[src/pkg/gpio_pkg.sv]
// Shared constants for the two byte-wide general-purpose I/O ports.
package gpio_pkg;

  // Width of each port in pins.
  localparam int PORT_W = 8;

  // Control-register addresses in the processor's control space.
  localparam logic [7:0] ADDR_A_DATA = 8'hC0;
  localparam logic [7:0] ADDR_A_DIR  = 8'hC1;
  localparam logic [7:0] ADDR_B_DATA = 8'hC2;
  localparam logic [7:0] ADDR_B_DIR  = 8'hC3;
  localparam logic [7:0] ADDR_B_MODE = 8'hC9;
  localparam logic [7:0] ADDR_B_OD   = 8'hDE;
  localparam logic [7:0] ADDR_A_OD   = 8'hE4;
  localparam logic [7:0] ADDR_A_PUD  = 8'hF8;
  localparam logic [7:0] ADDR_B_PUD  = 8'hF9;

  // Value every control register except the data latches takes on reset, and what write-only reads return.
  localparam logic [7:0] CTRL_RESET = 8'h00;
  localparam logic [7:0] READ_EMPTY = 8'h00;

  // Pull-up drive on reset: every pin starts as an input with its pull-up on.
  localparam logic [7:0] PULL_RESET = 8'hFF;

  // Bit positions of the alternate functions in the second port's mode register.
  localparam int SEL_TIMER_A = 7;
  localparam int SEL_TIMER_B = 6;
  localparam int SEL_TIMER_C = 5;
  localparam int SEL_EVENT   = 4;
  localparam int SEL_IRQ_TWO = 2;
  localparam int SEL_IRQ_ONE = 1;

  // Pins whose alternate function drives them, and pins whose function listens.
  localparam logic [7:0] ALT_OUT_MASK = 8'hE0;
  localparam logic [7:0] ALT_IN_MASK  = 8'h16;

endpackage : gpio_pkg

[src/pkg/pin_bank_if.sv]
// Control path between the register decoder and one port's pin bank.
`timescale 1ns/1ps
interface pin_bank_if #(
  parameter int W = 8
);
  logic         wr_data;
  logic         wr_dir;
  logic         wr_od;
  logic         wr_pud;
  logic [W-1:0] wdata;
  logic [W-1:0] alt_drive;
  logic [W-1:0] alt_value;
  logic [W-1:0] alt_input;
  logic [W-1:0] rd_value;

  modport bank (input wr_data, wr_dir, wr_od, wr_pud, wdata,
                input alt_drive, alt_value, alt_input, output rd_value);
  modport ctrl (output wr_data, wr_dir, wr_od, wr_pud, wdata,
                output alt_drive, alt_value, alt_input, input rd_value);
endinterface : pin_bank_if

[src/hdl/dual_byte_gpio_ports.sv]
// Two byte-wide I/O ports with the second port's alternate-function selection.
//
// Contract
// - two 8-bit ports, each pin independently directed
// - direction bit 1 output, 0 input
// - direction registers clear on reset
// - direction registers are write-only
// - output pins drive the written data
// - input pins read the sampled level
// - data latch is not reset
// - open-drain bit 1 open drain, 0 push-pull
// - open-drain registers write-only, clear on reset
// - pull-up control 0 enables, 1 disables
// - pull-up off on output pins
// - pull-up registers write-only, clear on reset
// - mode bit selects port or alternate function
// - mode register write-only, clears on reset
// - plain I/O only while mode bit 0, except pins 0 and 3, which have no function and stay plain I/O
`timescale 1ns/1ps
module dual_byte_gpio_ports
  import gpio_pkg::*;
#(
  parameter int W = PORT_W
) (
  input  wire logic         sys_clk,
  input  wire logic         rstn,
  input  wire logic [7:0]   reg_addr,
  input  wire logic         reg_wr,
  input  wire logic         reg_rd,
  input  wire logic [7:0]   reg_wdata,
  output logic      [7:0]   reg_rdata,
  input  wire logic         timer_a_output,
  input  wire logic         timer_b_output,
  input  wire logic         timer_c_output,
  input  wire logic [W-1:0] port_a_pin_in,
  output logic      [W-1:0] port_a_pin_out,
  output logic      [W-1:0] port_a_pin_oe,
  output logic      [W-1:0] port_a_pullup_en,
  input  wire logic [W-1:0] port_b_pin_in,
  output logic      [W-1:0] port_b_pin_out,
  output logic      [W-1:0] port_b_pin_oe,
  output logic      [W-1:0] port_b_pullup_en,
  output logic              timer_a_event_input,
  output logic              ext_irq_one_input,
  output logic              ext_irq_two_capture_input
);

  typedef struct packed {
    logic [W-1:0] mode;
    logic [7:0]   rdata;
    logic         evt;
    logic         irq_one;
    logic         irq_two;
  } top_state_type;

  top_state_type st_r;
  top_state_type st_nxt;
  logic [W-1:0]  mode_eff;
  logic [W-1:0]  timer_bus;

  pin_bank_if #(.W(W)) bus_a ();
  pin_bank_if #(.W(W)) bus_b ();

  // Each port is the same bank; the first port simply has no alternate functions.
  pin_bank #(
    .W (W)
  ) bank_a (
    .sys_clk   (sys_clk),
    .rstn      (rstn),
    .ctl       (bus_a.bank),
    .pin_in    (port_a_pin_in),
    .pin_out   (port_a_pin_out),
    .pin_oe    (port_a_pin_oe),
    .pullup_en (port_a_pullup_en)
  );

  pin_bank #(
    .W (W)
  ) bank_b (
    .sys_clk   (sys_clk),
    .rstn      (rstn),
    .ctl       (bus_b.bank),
    .pin_in    (port_b_pin_in),
    .pin_out   (port_b_pin_out),
    .pin_oe    (port_b_pin_oe),
    .pullup_en (port_b_pullup_en)
  );

  // Mode bits with no function behind them are ignored, so those pins stay plain I/O.
  always_comb begin
    mode_eff                 = st_r.mode & (ALT_OUT_MASK | ALT_IN_MASK);
    timer_bus                = '0;
    timer_bus[SEL_TIMER_A]   = timer_a_output;
    timer_bus[SEL_TIMER_B]   = timer_b_output;
    timer_bus[SEL_TIMER_C]   = timer_c_output;
  end

  // Alternate-function steering towards the second bank.
  assign bus_a.alt_drive = '0;
  assign bus_a.alt_value = '0;
  assign bus_a.alt_input = '0;
  assign bus_b.alt_drive = mode_eff & ALT_OUT_MASK;
  assign bus_b.alt_value = timer_bus;
  assign bus_b.alt_input = mode_eff & ALT_IN_MASK;
  assign bus_a.wdata     = reg_wdata;
  assign bus_b.wdata     = reg_wdata;

  // Write decode; every write stores the whole byte, as software never does partial updates.
  always_comb begin
    bus_a.wr_data = 1'b0;
    bus_a.wr_dir  = 1'b0;
    bus_a.wr_od   = 1'b0;
    bus_a.wr_pud  = 1'b0;
    bus_b.wr_data = 1'b0;
    bus_b.wr_dir  = 1'b0;
    bus_b.wr_od   = 1'b0;
    bus_b.wr_pud  = 1'b0;
    if (!reg_wr) begin
      bus_a.wr_data = 1'b0;
    end else if (reg_addr == ADDR_A_DATA) begin
      bus_a.wr_data = 1'b1;
    end else if (reg_addr == ADDR_A_DIR) begin
      bus_a.wr_dir = 1'b1;
    end else if (reg_addr == ADDR_A_OD) begin
      bus_a.wr_od = 1'b1;
    end else if (reg_addr == ADDR_A_PUD) begin
      bus_a.wr_pud = 1'b1;
    end else if (reg_addr == ADDR_B_DATA) begin
      bus_b.wr_data = 1'b1;
    end else if (reg_addr == ADDR_B_DIR) begin
      bus_b.wr_dir = 1'b1;
    end else if (reg_addr == ADDR_B_OD) begin
      bus_b.wr_od = 1'b1;
    end else if (reg_addr == ADDR_B_PUD) begin
      bus_b.wr_pud = 1'b1;
    end
  end

  // Mode write, read mux and the listening alternate-function outputs.
  always_comb begin
    st_nxt = st_r;
    if (reg_wr && (reg_addr == ADDR_B_MODE)) begin
      st_nxt.mode = reg_wdata;
    end
    if (reg_rd) begin
      // Write-only and unmapped addresses read as zero rather than stale data.
      if (reg_addr == ADDR_A_DATA) begin
        st_nxt.rdata = bus_a.rd_value;
      end else if (reg_addr == ADDR_B_DATA) begin
        st_nxt.rdata = bus_b.rd_value;
      end else begin
        st_nxt.rdata = READ_EMPTY;
      end
    end
    st_nxt.evt     = mode_eff[SEL_EVENT] & port_b_pin_in[SEL_EVENT];
    st_nxt.irq_one = mode_eff[SEL_IRQ_ONE] & port_b_pin_in[SEL_IRQ_ONE];
    st_nxt.irq_two = mode_eff[SEL_IRQ_TWO] & port_b_pin_in[SEL_IRQ_TWO];
  end

  // Single state register of the decoder.
  always_ff @(posedge sys_clk) begin
    if (!rstn) begin
      st_r.mode    <= CTRL_RESET;
      st_r.rdata   <= READ_EMPTY;
      st_r.evt     <= 1'b0;
      st_r.irq_one <= 1'b0;
      st_r.irq_two <= 1'b0;
    end else begin
      st_r <= st_nxt;
    end
  end

  assign reg_rdata                 = st_r.rdata;
  assign timer_a_event_input       = st_r.evt;
  assign ext_irq_one_input         = st_r.irq_one;
  assign ext_irq_two_capture_input = st_r.irq_two;

  // Shadow copies of write-only registers, kept only for the checks below.
  logic [W-1:0] chk_dir_a;
  logic [W-1:0] chk_od_a;
  logic [W-1:0] chk_od_b;
  logic [W-1:0] chk_mode_b;
  logic [W-1:0] chk_dir_b;
  logic [W-1:0] chk_pud_a;
  logic [W-1:0] chk_pud_b;

  always_ff @(posedge sys_clk) begin
    if (!rstn) begin
      chk_dir_a  <= '0;
      chk_od_a   <= '0;
      chk_od_b   <= '0;
      chk_mode_b <= '0;
      chk_dir_b  <= '0;
      chk_pud_a  <= '0;
      chk_pud_b  <= '0;
    end else if (reg_wr) begin
      if (reg_addr == ADDR_A_DIR) begin
        chk_dir_a <= reg_wdata;
      end
      if (reg_addr == ADDR_A_OD) begin
        chk_od_a <= reg_wdata;
      end
      if (reg_addr == ADDR_B_OD) begin
        chk_od_b <= reg_wdata;
      end
      if (reg_addr == ADDR_B_MODE) begin
        chk_mode_b <= reg_wdata;
      end
      if (reg_addr == ADDR_B_DIR) begin
        chk_dir_b <= reg_wdata;
      end
      if (reg_addr == ADDR_A_PUD) begin
        chk_pud_a <= reg_wdata;
      end
      if (reg_addr == ADDR_B_PUD) begin
        chk_pud_b <= reg_wdata;
      end
    end
  end

  // After reset all pins are undriven inputs with pull-ups on and no function routed.
  a_reset_inputs: assert property (
    @(posedge sys_clk) disable iff (!rstn)
    $rose(rstn) |-> (port_a_pin_oe == 8'h00) && (port_b_pin_oe == 8'h00)
      && (port_a_pullup_en == 8'hFF) && (port_b_pullup_en == 8'hFF)
      && !ext_irq_one_input && !ext_irq_two_capture_input && !timer_a_event_input)
    else $error("Ports not idle inputs after reset.");

  // A pin never pulls up while it drives.
  a_pull_off_drive: assert property (
    @(posedge sys_clk) disable iff (!rstn)
    ((port_a_pullup_en & port_a_pin_oe) == 8'h00)
      && ((port_b_pullup_en & port_b_pin_oe) == 8'h00))
    else $error("Pull-up active on a driving pin.");

  // Every first-port pull-up control bit that is set has removed its pull-up two cycles on.
  a_pull_disable: assert property (
    @(posedge sys_clk) disable iff (!rstn)
    (reg_wr && reg_addr == ADDR_A_PUD) ##1 !reg_wr
      |=> (port_a_pullup_en & $past(reg_wdata, 2)) == 8'h00)
    else $error("Pull-up stayed on after disable.");

  // The first port has no functions, so its pull-up is exactly input and enabled.
  a_pull_follows_a: assert property (
    @(posedge sys_clk) disable iff (!rstn)
    port_a_pullup_en == (~$past(chk_dir_a) & ~$past(chk_pud_a)))
    else $error("Port A pull-up does not follow its control.");

  // Second-port pins that nothing drives pull up unless their control bit says otherwise.
  a_pull_follows_b: assert property (
    @(posedge sys_clk) disable iff (!rstn)
    ((port_b_pullup_en ^ ~$past(chk_pud_b))
      & ~$past(chk_dir_b) & ~($past(chk_mode_b) & ALT_OUT_MASK)) == 8'h00)
    else $error("Port B pull-up does not follow its control.");

  // Only a set direction bit, or a routed timer output, ever enables a pin driver.
  a_no_stray_drive: assert property (
    @(posedge sys_clk) disable iff (!rstn)
    ((port_a_pin_oe & ~$past(chk_dir_a)) == 8'h00)
      && ((port_b_pin_oe
        & ~($past(chk_dir_b) | ($past(chk_mode_b) & ALT_OUT_MASK))) == 8'h00))
    else $error("Pin driven without direction or timer.");

  // A pin handed to a listening function is never driven, whatever its direction bit.
  a_listen_undriven: assert property (
    @(posedge sys_clk) disable iff (!rstn)
    (port_b_pin_oe & $past(chk_mode_b) & ALT_IN_MASK) == 8'h00)
    else $error("Listening pin is driven.");

  // An open-drain pin may only sink, so its drive level is never high.
  a_od_never_high: assert property (
    @(posedge sys_clk) disable iff (!rstn)
    ((port_a_pin_out & $past(chk_od_a)) == 8'h00)
      && ((port_b_pin_out & $past(chk_od_b)) == 8'h00))
    else $error("Open-drain pin driven high.");

  // Write-only and unmapped registers read back as zero.
  a_wo_read_zero: assert property (
    @(posedge sys_clk) disable iff (!rstn)
    (reg_rd && reg_addr != ADDR_A_DATA && reg_addr != ADDR_B_DATA)
      |=> reg_rdata == READ_EMPTY)
    else $error("Write-only register returned data.");

  // Read data stands until the next read.
  a_rdata_hold: assert property (
    @(posedge sys_clk) disable iff (!rstn)
    !reg_rd |=> $stable(reg_rdata))
    else $error("Read data changed without a read.");

  // Input pins read the level present in the cycle of the read.
  a_read_pins: assert property (
    @(posedge sys_clk) disable iff (!rstn)
    (reg_rd && reg_addr == ADDR_A_DATA)
      |=> ((reg_rdata ^ $past(port_a_pin_in)) & ~$past(chk_dir_a)) == 8'h00)
    else $error("Input pin read returned wrong level.");

  // Second-port inputs and function pins read the live level.
  a_read_pins_b: assert property (
    @(posedge sys_clk) disable iff (!rstn)
    (reg_rd && reg_addr == ADDR_B_DATA)
      |=> ((reg_rdata ^ $past(port_b_pin_in))
        & (~$past(chk_dir_b) | ($past(chk_mode_b) & (ALT_OUT_MASK | ALT_IN_MASK)))) == 8'h00)
    else $error("Port B pin read returned wrong level.");

  // Push-pull outputs show the written byte two cycles after the write.
  a_drive_data: assert property (
    @(posedge sys_clk) disable iff (!rstn)
    (reg_wr && reg_addr == ADDR_A_DATA) ##1 !reg_wr
      |=> (((port_a_pin_out ^ $past(reg_wdata, 2)) & $past(chk_dir_a) & ~$past(chk_od_a))
        == 8'h00)
      && (((port_a_pin_oe ^ $past(chk_dir_a)) & ~$past(chk_od_a)) == 8'h00))
    else $error("Output pins do not carry written data.");

  // Open-drain pins only ever pull low.
  a_open_drain: assert property (
    @(posedge sys_clk) disable iff (!rstn)
    (reg_wr && reg_addr == ADDR_A_OD && reg_wdata == 8'hFF) ##1 !reg_wr
      |=> port_a_pin_out == 8'h00)
    else $error("Open-drain pin drove high.");

  // Timer output takes the pin once selected.
  a_timer_route: assert property (
    @(posedge sys_clk) disable iff (!rstn)
    (reg_wr && reg_addr == ADDR_B_MODE && reg_wdata[SEL_TIMER_A] && !chk_od_b[SEL_TIMER_A])
      ##1 !reg_wr
      |=> port_b_pin_oe[SEL_TIMER_A]
        && (port_b_pin_out[SEL_TIMER_A] == $past(timer_a_output)))
    else $error("Timer output not routed to pin.");

  // The other two timer outputs take their pins the same way.
  a_timer_bc_route: assert property (
    @(posedge sys_clk) disable iff (!rstn)
    (reg_wr && reg_addr == ADDR_B_MODE && reg_wdata[SEL_TIMER_B] && reg_wdata[SEL_TIMER_C]
      && !chk_od_b[SEL_TIMER_B] && !chk_od_b[SEL_TIMER_C]) ##1 !reg_wr
      |=> port_b_pin_oe[SEL_TIMER_B] && port_b_pin_oe[SEL_TIMER_C]
        && (port_b_pin_out[SEL_TIMER_B] == $past(timer_b_output))
        && (port_b_pin_out[SEL_TIMER_C] == $past(timer_c_output)))
    else $error("Timer output not routed to pin.");

  // Interrupt input stays quiet unless its pin is switched to the function.
  a_irq_gate: assert property (
    @(posedge sys_clk) disable iff (!rstn)
    ext_irq_one_input |-> $past(chk_mode_b[SEL_IRQ_ONE]) && $past(port_b_pin_in[SEL_IRQ_ONE]))
    else $error("Interrupt input passed in port mode.");

  // The capture input is gated the same way.
  a_irq_two_gate: assert property (
    @(posedge sys_clk) disable iff (!rstn)
    ext_irq_two_capture_input
      |-> $past(chk_mode_b[SEL_IRQ_TWO]) && $past(port_b_pin_in[SEL_IRQ_TWO]))
    else $error("Capture input passed in port mode.");

  // The timer event input only follows its pin when the function is selected.
  a_event_gate: assert property (
    @(posedge sys_clk) disable iff (!rstn)
    timer_a_event_input |-> $past(chk_mode_b[SEL_EVENT]) && $past(port_b_pin_in[SEL_EVENT]))
    else $error("Event input passed in port mode.");

endmodule : dual_byte_gpio_ports

[src/hdl/pin_bank.sv]
// One port: direction, data, open-drain and pull-up registers plus pin drivers.
`timescale 1ns/1ps
module pin_bank
  import gpio_pkg::*;
#(
  parameter int W = 8
) (
  input  wire logic         sys_clk,
  input  wire logic         rstn,
  pin_bank_if.bank          ctl,
  input  wire logic [W-1:0] pin_in,
  output logic      [W-1:0] pin_out,
  output logic      [W-1:0] pin_oe,
  output logic      [W-1:0] pullup_en
);

  typedef struct packed {
    logic [W-1:0] dir;
    logic [W-1:0] data;
    logic [W-1:0] od;
    logic [W-1:0] pud;
    logic [W-1:0] out;
    logic [W-1:0] oe;
    logic [W-1:0] pull;
  } bank_state_type;

  bank_state_type st_r;
  bank_state_type st_nxt;
  logic [W-1:0]   drive_en;
  logic [W-1:0]   drive_val;

  // Register writes and the pin driver terms; drivers are registered so outputs are glitch free.
  always_comb begin
    st_nxt = st_r;
    if (ctl.wr_dir) begin
      st_nxt.dir = ctl.wdata;
    end
    if (ctl.wr_data) begin
      st_nxt.data = ctl.wdata;
    end
    if (ctl.wr_od) begin
      st_nxt.od = ctl.wdata;
    end
    if (ctl.wr_pud) begin
      st_nxt.pud = ctl.wdata;
    end
    // A timer output owns its pin; a listening function forces the pin to input.
    drive_en     = ctl.alt_drive | (st_r.dir & ~ctl.alt_input);
    drive_val    = (ctl.alt_drive & ctl.alt_value) | (~ctl.alt_drive & st_r.data);
    st_nxt.oe    = drive_en & (~st_r.od | ~drive_val);
    st_nxt.out   = drive_en & ~st_r.od & drive_val;
    st_nxt.pull  = ~drive_en & ~st_r.pud;
  end

  // Port-driven pins read back the latch; inputs and timer-driven pins read the live level.
  assign ctl.rd_value = (drive_en & ~ctl.alt_drive & st_r.data)
                      | ((~drive_en | ctl.alt_drive) & pin_in);

  // The data latch is deliberately left out of reset, so its content is unknown until written.
  always_ff @(posedge sys_clk) begin
    if (!rstn) begin
      st_r.dir  <= '0;
      st_r.od   <= '0;
      st_r.pud  <= '0;
      st_r.out  <= '0;
      st_r.oe   <= '0;
      st_r.pull <= PULL_RESET;
    end else begin
      st_r <= st_nxt;
    end
    st_r.data <= st_nxt.data;
  end

  assign pin_out   = st_r.out;
  assign pin_oe    = st_r.oe;
  assign pullup_en = st_r.pull;

endmodule : pin_bank

[config.mk]
export PLATFORM = sky130hd
export DESIGN_NAME = dual_byte_gpio_ports
export DESIGN_NICKNAME = d
export VERILOG_FILES = /design/src/pkg/gpio_pkg.sv /design/src/pkg/pin_bank_if.sv /design/src/hdl/dual_byte_gpio_ports.sv /design/src/hdl/pin_bank.sv
export SDC_FILE = /design/constraint.sdc
export NUM_CORES = 1
export LEC_CHECK = 0
export BUFFER_PORTS_ARGS = -buffer_cell sky130_fd_sc_hd__buf_2
export CAP_MARGIN = 10
export CORE_ASPECT_RATIO = 0.7
export CORE_MARGIN = 2
export CORE_UTILIZATION = 60
export CTS_BUF_LIST = sky130_fd_sc_hd__clkbuf_8
export DETAILED_ROUTE_END_ITERATION = 10
export PLACE_DENSITY = 0.9
export RECOVER_POWER = 100
export SLEW_MARGIN = 5
export SYNTH_ARGS = -nofsm -noshare
export SYNTH_HDL_FRONTEND = slang
export SYNTH_SLANG_ARGS = --single-unit
export TNS_END_PERCENT = 10
[constraint.sdc]
create_clock -name sys_clk -period 4 [get_ports sys_clk]
set_clock_uncertainty 0.05 [all_clocks]
set_input_delay 0.2 -clock sys_clk [delete_from_list [all_inputs] [get_ports sys_clk]]
set_output_delay 0.2 -clock sys_clk [all_outputs]
set_load 0.05 [all_outputs]
# Word-level counts from Yosys, hierarchy flattened

Index checks and enable logic that the tools add are counted.

Bits in registers: 131
Output and inout bits: 59
Bits of input ports: 39

Reduce and logical (&&, ||, !) cells: 1
Eq/ne operators: 9
Mux-type cells: 46
Bitwise operators: 36

Operators with widths:

| cell               | number |
|---|---|
| $and 8x8->8        | 16 |
| $eq 8x8->1 const B | 9 |
| $not 8->8          | 9 |
| $or 8x8->8         | 7 |
| $mux 1             | 44 |
| $mux 8             | 2 |
| $not 5->8          | 1 |
| $and 1x1->1        | 3 |
| $logic_and 1x1->1  | 1 |

# Depth between registers and ports, before layout

Gate-level depths: netlist of the first run.

Depth in word-level cells: 10
Gate-level depth with buffers: 5

# Hierarchy

From an unflattened synthesis of the first run, not the netlist that was laid out.

Cell total of the unflattened synthesis: 552
Area, all modules: 5944.5 um^2

Modules (own cells, without submodules):

| module               | times used | area an instance (um^2) | cells an instance |
|---|---|---|---|
| pin_bank             | 2          | 2498.6                  | 217 |
| dual_byte_gpio_ports | 1          | 947.2                   | 118 |

# Worst setup path before layout of the first run

Ideal clock, no wire load.

Path type: input-to-reg
Start point: in reg_addr[5]
End point: reg bank_b.st_r[49] (netlist name)
Data arrival time: 1.393 ns
Path buffers: 0
Stages: 3
Library setup time: 0.072 ns
Setup slack: 2.485 ns
Path through: or4_4 -> nor3_4 -> mux2i_1

Longest elaborated chain between the ends: 8

Ends and longest elaborated chain:

| element                | RTL line                    | text |
|---|---|---|
| start: declaration     | dual_byte_gpio_ports.sv:27  | `input wire logic [7:0] reg_addr,` |
| $eq 8x8->1             | n/a                         |  |
| $mux 1                 | dual_byte_gpio_ports.sv:130 | `end else if (reg_addr == ADDR_B_DIR) begin` |
| $mux 1                 | dual_byte_gpio_ports.sv:128 | `end else if (reg_addr == ADDR_B_DATA) begin` |
| $mux 1                 | dual_byte_gpio_ports.sv:126 | `end else if (reg_addr == ADDR_A_PUD) begin` |
| $mux 1                 | dual_byte_gpio_ports.sv:124 | `end else if (reg_addr == ADDR_A_OD) begin` |
| $mux 1                 | dual_byte_gpio_ports.sv:122 | `end else if (reg_addr == ADDR_A_DIR) begin` |
| $mux 1 *               | dual_byte_gpio_ports.sv:120 | `end else if (reg_addr == ADDR_A_DATA) begin` |
| $mux 1 *               | dual_byte_gpio_ports.sv:118 | `if (!reg_wr) begin` |
| end signal: assignment | pin_bank.sv:69              | `st_r <= st_nxt;` |
| end: declaration       | pin_bank.sv:27              | `bank_state_type st_r;` |

Every way passes the cells marked *; elsewhere a longest branch is shown, timed or not.
A chain may end at the register's enable or synchronous reset.

# Final worst setup path of the first run

Start point: in reg_addr[1]
End point: reg bank_b.st_r[38] (netlist name)

Longest elaborated chain between the ends: 9

Ends and longest elaborated chain:

| element    | RTL line                    | text |
|---|---|---|
| $eq 8x8->1 | n/a                         |  |
| $mux 1     | dual_byte_gpio_ports.sv:132 | `end else if (reg_addr == ADDR_B_OD) begin` |
| $mux 1     | dual_byte_gpio_ports.sv:130 |  |
| $mux 1     | dual_byte_gpio_ports.sv:128 |  |
| $mux 1     | dual_byte_gpio_ports.sv:126 |  |
| $mux 1     | dual_byte_gpio_ports.sv:124 |  |
| $mux 1     | dual_byte_gpio_ports.sv:122 |  |
| $mux 1 *   | dual_byte_gpio_ports.sv:120 |  |
| $mux 1 *   | dual_byte_gpio_ports.sv:118 |  |

Marks and branches as above.

==> results of run 1 <==
power by group through the flow:
stage          Clock (mW)  Sequential [mW]  Combinational (mW)
6_report             1.02             1.31              0.0884
5_1_grt              1.09             1.31              0.0955
4_1_cts              1.02             1.31              0.0924
3_5_place_dp            0             1.34              0.0814
3_3_place_gp            0             1.34              0.0782
2_1_floorplan           0             1.34              0.0449
area by class of cell:
type | count | share of cell area, %
Multi-Input combinational cell | 264 | 30.6
Clock buffer | 21 | 5.31
Clock inverter | 11 | 1.36
Timing Repair Buffer | 112 | 9.97
Tap cell | 101 | 2.32
Sequential cell | 129 | 50.4
Inverter | 1 | 0.0689
worst min-delay path, cell delays in order:
cell and delay, ns:
buf_2 0.09, a221oi_1 0.07, o31ai_1 0.18
routing by layer:
layer	share of wire [%]	track usage, %
met2	48	43.5
met5	0	0
met1	41	29.6
met4	2.4	11.5
met3	8.5	7.29
how the worst max path moves through the flow:
stage,slack [ns],to,from,cells past startpoint
finish,1.05,bank_b.st_r[38],reg_addr[1],4
global route,0.98,bank_b.st_r[39],reg_addr[1],4
CTS,2.16,reg_rdata[1],rstn,3
detailed placement,1.67,reg_rdata[1],rstn,3
global placement,1.83,reg_rdata[2],rstn,3
floorplan,2.49,bank_b.st_r[49],reg_addr[5],3
sequential cells by signal, summed over array words and instances (netlist names):
register / count
bank_a.pin_oe: 8
bank_a.pin_out: 8
bank_a.pullup_en: 8
bank_a.st_r: 32
bank_b.pin_oe: 8
bank_b.pin_out: 8
bank_b.pullup_en: 8
bank_b.st_r: 32
bus_b.alt_drive: 3
bus_b.alt_input: 3
ext_irq_one_input: 1
ext_irq_two_capture_input: 1
reg_rdata: 8
timer_a_event_input: 1
kinds of logic after synthesis:
logic type | Yosys count | synth area share (%)
muxes | 60 | 12.3
AOI/OAI and AO/OA | 52 | 6.40
and+or+nand+nor | 152 | 16.6
buffers and inverters | 63 | 8.57
DFF | 129 | 56.1
layout by cell type (no fill, tap or decap):
cell type | synthesis | layout
dfxtp_1 | 113 | 113
nand2_1 | 82 | 82
clkbuf_1 | 10 | 70
mux2i_1 | 58 | 58
buf_2 | 2 | 28
clkbuf_8 | 0 | 21
o21ai_0 | 18 | 18
a21oi_1 | 16 | 16
edfxtp_1 | 16 | 16
dlygate4sd3_1 | 0 | 14
nor3b_1 | 13 | 13
nor2b_1 | 13 | 13
nand2b_1 | 11 | 11
nor3_1 | 3 | 7
nor2_1 | 6 | 6
a211oi_1 | 6 | 6
o31ai_1 | 6 | 6
and3_1 | 6 | 6
inv_1 | 0 | 6
nand3_1 | 4 | 4
a221oi_1 | 3 | 3
o41ai_1 | 3 | 3
clkinv_2 | 0 | 3
nor4_1 | 1 | 2
nand4_1 | 2 | 2
mux2_2 | 2 | 2
and3b_1 | 1 | 1
nand3b_1 | 1 | 1
nand4b_1 | 1 | 1
nor4b_1 | 1 | 1
or4b_1 | 1 | 1
clkinv_1 | 1 | 1
or4_4 | 1 | 1
bufinv_16 | 0 | 1
inv_4 | 0 | 1
through the flow:
step	utilization, %	hold WS (ns)
2_1_floorplan	-	0.249
3_3_place_gp	64.7	0.361
3_5_place_dp	64.7	0.362
4_1_cts	71.1	0.0764
5_1_grt	69.2	0.120
6_report	69.2	0.0810
==> run_results.csv, run 1 <==
group,metric,value,unit
run_status,status,"finished with violations",
run_status,violations,"max-capacitance violations, max-slew violations",
timing,finalHoldViolations,0,
detailed_routing,wl,10800,µm
worst_setup_path,r2r_cells,3,
place,dp.final_hpwl,7160,µm
floorplan,ios,98,
floorplan,die_area,8900,µm²
pwr,max-vdd-ir-drop,0.304,mV
final_layout,drive_gt1_share,10.6,%
worst_setup_path,reg2reg_to,"reg_rdata[1]",
worst_setup_path,cp-end-kind,"flip-flop",
pwr,p_sw,535,µW
yosys,synthFlopType,"dfxtp_1",
cts,post_cts_buffers,0,
worst_setup_path,slowest_stage,"nor4_1",
yosys,synth_common_cells,"113 x dfxtp_1, 82 x nand2_1, 58 x mux2i_1",
yosys,yosys_warnings,0,
cts,clock_latency,0.44,ns
detailed_routing,firstDrtPassIters,8,
floorplan,coreArea,7870,µm²
detailed_routing,vias,3542,
cts,htree_levels,4,
final_layout,postLayoutCellArea,5450,µm²
cts,cts_hold_buf,14,
pwr,power_density,444,nW/µm²
min_path,whs_endpoint,"reg_rdata[7]",
worst_setup_path,worst-path-buf-inv,1,
timing,timing.final.max_slew_violations,45,
cts,cts_root_buffer,"clkbuf_8",
final_layout,multi_input_area,1670,µm²
global_route,grt_overflow,0,
worst_setup_path,start_kind,"primary input",
worst_setup_path,worst-setup-path-type,"in2reg",
place,dp_slack,1.67,ns
place,placed_area,5090,µm²
pwr,p_seq_share,54.2,%
worst_setup_path,r2r_start,"bank_b.st_r[49]",
final_layout,finalNetCount,564,
detailed_routing,post_drt_wl_per_cell,16.9,µm
pwr,p_leak,2.06,nW
pwr,combPwrFrac,3.7,%
floorplan,fp.dieH,79.5,µm
final_layout,final_cells,639,
place,portBuffers,97,
yosys,synth_area,4890,µm²
timing,max_slew_margin,-59.7,%
yosys,yosys.area.top_type_share,46.3,%
yosys,seq_area_frac_synth,56.1,%
min_path,worstHoldStart,"port_b_pin_in[7]",
worst_setup_path,max_stage_delay,1.92,ns
pwr,clkPwrFrac,42.2,%
timing,rsz0062_at_grt,"false",
cts,cts_tree,"built",
floorplan,start_util,62.1,%
yosys,synth_top_area_cell,"dfxtp_1",
yosys,yosysMostFrequentCell,"dfxtp_1",
cts,cts_made_buffers,17,
detailed_routing,ant_nets,0,
global_route,antenna_found_initial,0,
detailed_routing,drc,0,
yosys,yosysUniqueCellTypes,33,
timing,timing.final.ws_setup,1.05,ns
worst_setup_path,crit_fanout,12,
global_route,grt_max_degree,73,
yosys,synth_edf_count,16,
timing,fin_crit_sh,73.6,%
final_layout,diodes,0,
timing,max_clock_freq,340,MHz
global_route,grt_pass1_wl,17100,µm
cts,cts.repair.resized,0,
yosys,synthCells,456,
cts,cts.sinks,129,
worst_setup_path,cpLargestDelayFamily,"simple AND/OR/NAND/NOR gates",
yosys,synth-seq-cells,129,
pwr,p_sw_share,22.1,%
worst_setup_path,crit_chain,"clkbuf_1 -> nand2_1 -> nor4_1 -> mux2i_1",
cts,clkTransAtPathRegs,0.07,ns
floorplan,core.rowCount,27,
final_layout,num-fill-cells,616,
min_path,hp-class,"in2reg",
yosys,async_flop_share,0,%
timing,setup_violations,0,
final_layout,ff_latch_area,2740,µm²
worst_setup_path,r2r_slack,2.74,ns
place,gp_congestion,0.823,
timing,worstMarginPinSlew,2.37,ns
yosys,synth_area_leaders,"dfxtp_1 46%, mux2i_1 12%, edfxtp_1 9.8%",
place,dpl.cell_count,593,
worst_setup_path,critPathRequiredTime,4.18,ns
timing,setup_tns,0,ns
cts,cts.path.max_buffers,2,
yosys,syn_area_per_cell,10.7,µm²
final_layout,syn_to_final_growth,11.4,%
pwr,internal_power,1.89,mW
min_path,min_path_cells,3,
timing,post-route-min-period,2.95,ns
detailed_routing,vias_per_cell,5.54,
floorplan,die_w,112,µm
yosys,synth_fp_nets,495,
job,maxCapViolCount,5,
detailed_routing,drtIter0Drc,269,
worst_setup_path,cp.arrival,3.12,ns
global_route,grt_pass1_vias,3510,
pwr,report.power.total,2.42,mW
global_route,grtUsageTotal,25.3,%
No activity file was read; power rests on OpenSTA's default activity.
==> run 2: changes to the inputs <==
- ABC_AREA: unset -> 1
- CORE_UTILIZATION: 60 -> 52
- PLACE_DENSITY: 0.9 -> 0.82
- clock period: 4 -> 2.61 ns (I/O delays scaled with it)
==> run 2 against run 1 <==
  * The flow now finishes without violations
  * Count of clock-buffer cells in the layout down 1
  * Flip-flop and latch count unchanged
  * First-iteration DRC count up 36%
  * Sequential share of layout area down 4.3 points
  * Clock power up 75%
==> run_results.csv, run 2 <==
group,metric,value,unit
yosys,seq_area_frac_synth,51.9,%
yosys,synth_area_leaders,"dfxtp_1 43%, nand2_1 11%, edfxtp_1 9.1%",
place,portBuffers,97,
run_status,status,"finished clean",
detailed_routing,drc,0,
cts,clkTransAtPathRegs,0.07,ns
global_route,grt_overflow,0,
yosys,yosys.area.top_type_share,42.8,%
final_layout,final_common_cell,"nand2_1",
cts,cts_tree,"built",
cts,cts.path.max_buffers,2,
detailed_routing,vias,4508,
worst_setup_path,worst-path-buf-inv,3,
final_layout,drive_gt1_share,10.8,%
yosys,async_flop_share,0,%
worst_setup_path,critPathRequiredTime,2.90,ns
floorplan,coreArea,9800,µm²
global_route,grtUsageTotal,24.6,%
yosys,synth_edf_count,16,
timing,rsz0062_at_grt,"false",
worst_setup_path,crit_chain,"clkbuf_1 -> inv_1 -> nor2_1 -> nand2_1 -> inv_1 -> nand3_1 -> nand2_1 -> nor2_1",
worst_setup_path,max_stage_delay,0.84,ns
worst_setup_path,worst-setup-path-type,"in2reg",
worst_setup_path,cp-end-kind,"flip-flop",
final_layout,final_cell_mix,"153 x nand2_1, 113 x dfxtp_1, 78 x nor2_1, 70 x clkbuf_1, 48 x inv_1",
yosys,yosysMostFrequentCell,"nand2_1",
worst_setup_path,cp.depth,8,
timing,finalHoldViolations,0,
pwr,p_leak,2.41,nW
timing,post-route-min-period,1.80,ns
worst_setup_path,crit_end,"bank_b.st_r[28]",
timing,timing.final.max_slew_violations,0,
final_layout,diodes,0,
global_route,grt_max_degree,63,
floorplan,fp.dieH,88.3,µm
cts,clock_latency,0.45,ns
global_route,grt_pass1_wl,20700,µm
timing,setup_violations,0,
cts,cts_root_buffer,"clkbuf_8",
yosys,synthFlopType,"dfxtp_1",
pwr,max-vdd-ir-drop,0.343,mV
timing,setup_tns,0,ns
cts,cts.repair.resized,0,
place,gp_congestion,0.845,
timing,max_slew_margin,21.9,%
place,dp.final_hpwl,9030,µm
cts,cts_made_buffers,17,
floorplan,start_util,53.9,%
yosys,synth_fp_nets,695,
final_layout,top_regs,"bank_a.st_r: 32 flops, bank_b.st_r: 32 flops",
floorplan,core.rowCount,30,
final_layout,num-fill-cells,901,
pwr,power_density,679,nW/µm²
cts,post_cts_buffers,0,
floorplan,ios,98,
job,maxCapViolCount,0,
timing,worstMarginPinSlew,1.17,ns
final_layout,finalNetCount,760,
cts,cts.sinks,129,
yosys,yosys_warnings,0,
place,dpl.cell_count,813,
final_layout,syn_to_final_growth,12.8,%
floorplan,die_w,124,µm
timing,max_clock_freq,554,MHz
timing,whs,0.0506,ns
worst_setup_path,cpLargestDelayFamily,"buffers and inverters",
worst_setup_path,cp.arrival,2.10,ns
yosys,synth_top_area_cell,"dfxtp_1",
worst_setup_path,startpoint,"reg_wr",
cts,htree_levels,4,
worst_setup_path,r2r_cells,8,
final_layout,final_cells,862,
worst_setup_path,crit_fanout,26,
detailed_routing,wl,13100,µm
yosys,synth_area,5280,µm²
detailed_routing,ant_nets,0,
yosys,synth-seq-cells,129,
worst_setup_path,r2r_start,"bank_b.st_r[49]",
detailed_routing,vias_per_cell,5.23,
yosys,synth_common_cells,"152 x nand2_1, 113 x dfxtp_1, 77 x nor2_1",
yosys,syn_area_per_cell,8.05,µm²
worst_setup_path,reg2reg_to,"reg_rdata[1]",
detailed_routing,drtIter0Drc,366,
worst_setup_path,start_kind,"primary input",
min_path,hp-class,"in2reg",
yosys,yosysUniqueCellTypes,22,
global_route,antenna_found_initial,0,
detailed_routing,post_drt_wl_per_cell,15.1,µm
worst_setup_path,r2r_slack,1.41,ns
worst_setup_path,slowest_stage,"clkbuf_1",
timing,fin_crit_sh,69.1,%
floorplan,die_area,11000,µm²
yosys,synthCells,656,
cts,cts_hold_buf,17,
global_route,grt_pass1_vias,4177,
detailed_routing,firstDrtPassIters,5,
## run 2: cell count changes after synthesis, moves of 30 or more
cell	delta
a21oi_1	+30
inv_1	+45
mux2i_1	-58
nand2_1	+70
nand3_1	+33
nor2_1	+71
## run 2: cell families after synthesis
logic type      Yosys count  synth area share, %
simple gates            325                 27.1
flops                   129                 51.9
buf+inv                 123                 13.0
compound gates           79                 7.96
## run 2: metal layers
layer	wire length [µm]	GRT usage (%)	part of all wire [%]	up-vias
met1	6280	34.2	48	2051
met3	1120	6.41	8.6	21
met2	5450	37.3	42	211
li1	-	-	-	2225
met4	216	9.70	1.7	0
met5	0	0	0	-
## run 2: cell type report
cell class	instances	area, µm²	share of cell area (%)
Clock buffer	20	275	4.62
Sequential cell	129	2740	46.1
Inverter	50	188	3.15
Tap cell	128	160	2.69
Timing Repair Buffer	119	616	10.3
Clock inverter	12	139	2.33
Multi-Input combinational cell	404	1840	30.8
## run 2: how the worst min path moves through the flow
stage | endpoint | from | depth (start not counted)
4_1_cts | reg_rdata[3] | reg_rd | 4
2_1_floorplan | bank_a.st_r[40] | reg_wdata[0] | 0
3_3_place_gp | timer_a_event_input | port_b_pin_in[4] | 3
5_1_grt | reg_rdata[3] | reg_rd | 4
6_report | reg_rdata[3] | reg_rd | 4
3_5_place_dp | timer_a_event_input | port_b_pin_in[4] | 3
## run 2: worst min-delay path, cell delays in order
cell and delay [ns]:
buf_2 0.19, nand3_1 0.11, nand2_1 0.05, inv_1 0.04
## run 2: stage by stage
stage	worst slack (ns)	utilization, %	area (µm²)	total power [mW]
detailed placement	0.792	55.9	5480	2.28
finish	0.806	60.8	5960	4.04
CTS	1.24	61.9	6060	4.05
floorplan	0.889	-	5280	2.19
global placement	0.859	55.9	5480	2.28
global route	0.545	60.8	5960	4.15
## run 2: power by group
group	switching [mW]	total, mW	internal (mW)
Sequential	0.00533	2.02	2.01
Combinational	0.165	0.232	0.0671
Clock	0.783	1.79	1.01
Total	0.953	4.04	3.09
==> run 3: changes to the inputs <==
- ABC_AREA: 1 -> 0
- CORE_UTILIZATION: 52 -> 51
- clock period: 2.61 -> 1.5 ns (I/O delays scaled with it)
==> run 3 against run 2 <==
  * Core utilization rose by 1.8 points
  * Sequential share of layout area rose by 1.7 points
  * Via count fell by 21%
  * Count of clock-buffer cells in the layout fell by 1
  * Die area fell by 5.4%
  * Worst setup slack got worse by 0.66 ns
  * Register-to-register slack got worse by 1.1 ns
  * Sequential power rose by 73%
  * Flip-flop and latch count did not move
  * Critical path type is now reg2out
  * Critical endpoint is now port_b_pin_oe[1]
  * Largest power group unchanged
  * Highest routed layer unchanged
==> run_results.csv, run 3 (same netlist as run 1, synthesis figures left out) <==
group,metric,value,unit
worst_setup_path,cp.depth,1,
floorplan,die_area,10400,µm²
timing,timing.final.max_slew_violations,0,
cts,cts.path.max_buffers,2,
timing,worstMarginPinSlew,0.706,ns
final_layout,drive_gt1_share,15.1,%
min_path,whs_endpoint,"bank_a.pullup_en[1]",
floorplan,coreArea,9180,µm²
cts,htree_levels,4,
cts,clock_latency,0.44,ns
pwr,p_sw_share,21.6,%
worst_setup_path,crit_chain,"clkbuf_1",
worst_setup_path,critPathRequiredTime,1.37,ns
pwr,clkPwrFrac,44.4,%
worst_setup_path,start_kind,"flip-flop",
worst_setup_path,cp-end-kind,"output port",
cts,cts.sinks,129,
cts,clkTransAtPathRegs,0.07,ns
timing,rsz0062_at_grt,"false",
floorplan,start_util,53.3,%
global_route,grt_overflow,0,
detailed_routing,vias_per_cell,5.20,
floorplan,fp.dieH,85.9,µm
pwr,power_density,1180,nW/µm²
pwr,report.power.total,6.77,mW
detailed_routing,firstDrtPassIters,5,
timing,timing.final.ws_setup,0.143,ns
timing,fin_crit_sh,90.5,%
floorplan,die_w,121,µm
pwr,internal_power,5.31,mW
worst_setup_path,worst-setup-path-type,"reg2out",
floorplan,ios,98,
timing,whs,0.0270,ns
detailed_routing,wl,11100,µm
cts,cts_root_buffer,"clkbuf_8",
global_route,grt_pass1_wl,17800,µm
place,portBuffers,97,
worst_setup_path,reg2reg_to,"reg_rdata[1]",
worst_setup_path,cp.arrival,1.23,ns
timing,max_clock_freq,737,MHz
final_layout,diodes,0,
pwr,combPwrFrac,3.9,%
min_path,hp-class,"in2reg",
final_layout,final_cell_mix,"113 x dfxtp_1, 82 x nand2_1, 64 x clkbuf_1, 58 x mux2i_1, 28 x buf_2",
floorplan,core.rowCount,29,
min_path,worstHoldStart,"rstn",
timing,setup_violations,0,
timing,max_slew_margin,52.9,%
detailed_routing,drtIter0Drc,322,
timing,post-route-min-period,1.36,ns
worst_setup_path,max_stage_delay,0.47,ns
global_route,grt_max_degree,51,
cts,cts_tree,"built",
detailed_routing,drc,0,
place,dp.final_hpwl,7700,µm
global_route,grtUsageTotal,22.9,%
worst_setup_path,crit_fanout,1,
worst_setup_path,cpLargestDelayFamily,"buffers and inverters",
worst_setup_path,r2r_slack,0.31,ns
final_layout,final_common_cell,"dfxtp_1",
final_layout,top_regs,"bank_a.st_r: 32 flops, bank_b.st_r: 32 flops",
pwr,p_sw,1.46,mW
detailed_routing,vias,3567,
pwr,max-vdd-ir-drop,0.717,mV
pwr,p_leak,2.20,nW
pwr,p_seq_share,51.6,%
final_layout,syn_to_final_growth,17.5,%
global_route,grt_pass1_vias,3498,
worst_setup_path,r2r_start,"bank_b.st_r[49]",
run_status,status,"finished clean",
place,dp_slack,-0.0160,ns
worst_setup_path,slowest_stage,"clkbuf_1",
place,gp_congestion,0.820,
worst_setup_path,worst-path-buf-inv,1,
job,maxCapViolCount,0,
detailed_routing,post_drt_wl_per_cell,16.2,µm
timing,finalHoldViolations,0,
final_layout,finalNetCount,588,
min_path,min_path_cells,3,
global_route,antenna_found_initial,0,
worst_setup_path,r2r_cells,3,
cts,cts_made_buffers,17,
detailed_routing,ant_nets,0,
## run 3: changes by cell type in the layout (fill, tap and decap cells not counted), sizes merged, moves of 22 or more
cell / change
nor2: -81
a21oi: -30
nand3: -37
mux2i: +58
inv: -49
nand2: -74
nand4: -22
## run 3: power groups by stage
| stage | Clock [mW] | Sequential (mW) | Combinational, mW |
|---|---|---|---|
| floorplan | 0 | 3.58 | 0.120 |
| global placement | 0 | 3.57 | 0.238 |
| detailed placement | 0 | 3.58 | 0.246 |
| CTS | 3.03 | 3.50 | 0.283 |
| global route | 3.20 | 3.50 | 0.290 |
| finish | 3.01 | 3.50 | 0.266 |
## run 3: cell type report
type	count	area [µm²]
timing repair buffer	136	773
inverter	1	3.75
clock inverter	13	146
tap	124	155
fill	789	3430
clock buffer	19	262
multi-input combinational	264	1660
sequential	129	2740
## run 3: worst max path at each step
stage                           from               end  slack, ns
global placement         reg_addr[5]   bank_b.st_r[54]       0.05
floorplan                reg_addr[5]   bank_b.st_r[49]       0.11
detailed placement       reg_addr[5]   bank_a.st_r[53]      -0.02
CTS                     reg_rdata[4]      reg_rdata[4]       0.29
finish              bank_b.pin_oe[1]  port_b_pin_oe[1]       0.14
global route             reg_addr[4]   bank_b.st_r[25]        0.1
## run 3: through the flow
step                utilization [%]  instance area, µm²  cells  TNS (ns)
floorplan                         -                4890    456         0
global placement               58.3                5350    637         0
detailed placement             58.3                5350    637   -0.0549
CTS                            64.6                5930    686         0
global route                   62.6                5750    686         0
finish                         62.6                5750    686         0
## run 3: timing repair
action	in CTS	in global routing
gates resized for setup	0	0
setup buffers	0	0
hold buffers	17	0
endpoints found under the hold margin	30	0
## run 3: per-layer routing
layer / vias up / GRT usage (%) / share of wire, %
met2: 140 / 33.9 / 44
met1: 1685 / 32.1 / 47
met4: 0 / 7.51 / 1.7
met3: 20 / 6.98 / 6.9
met5: - / 0 / 0
li1: 1722 / - / -
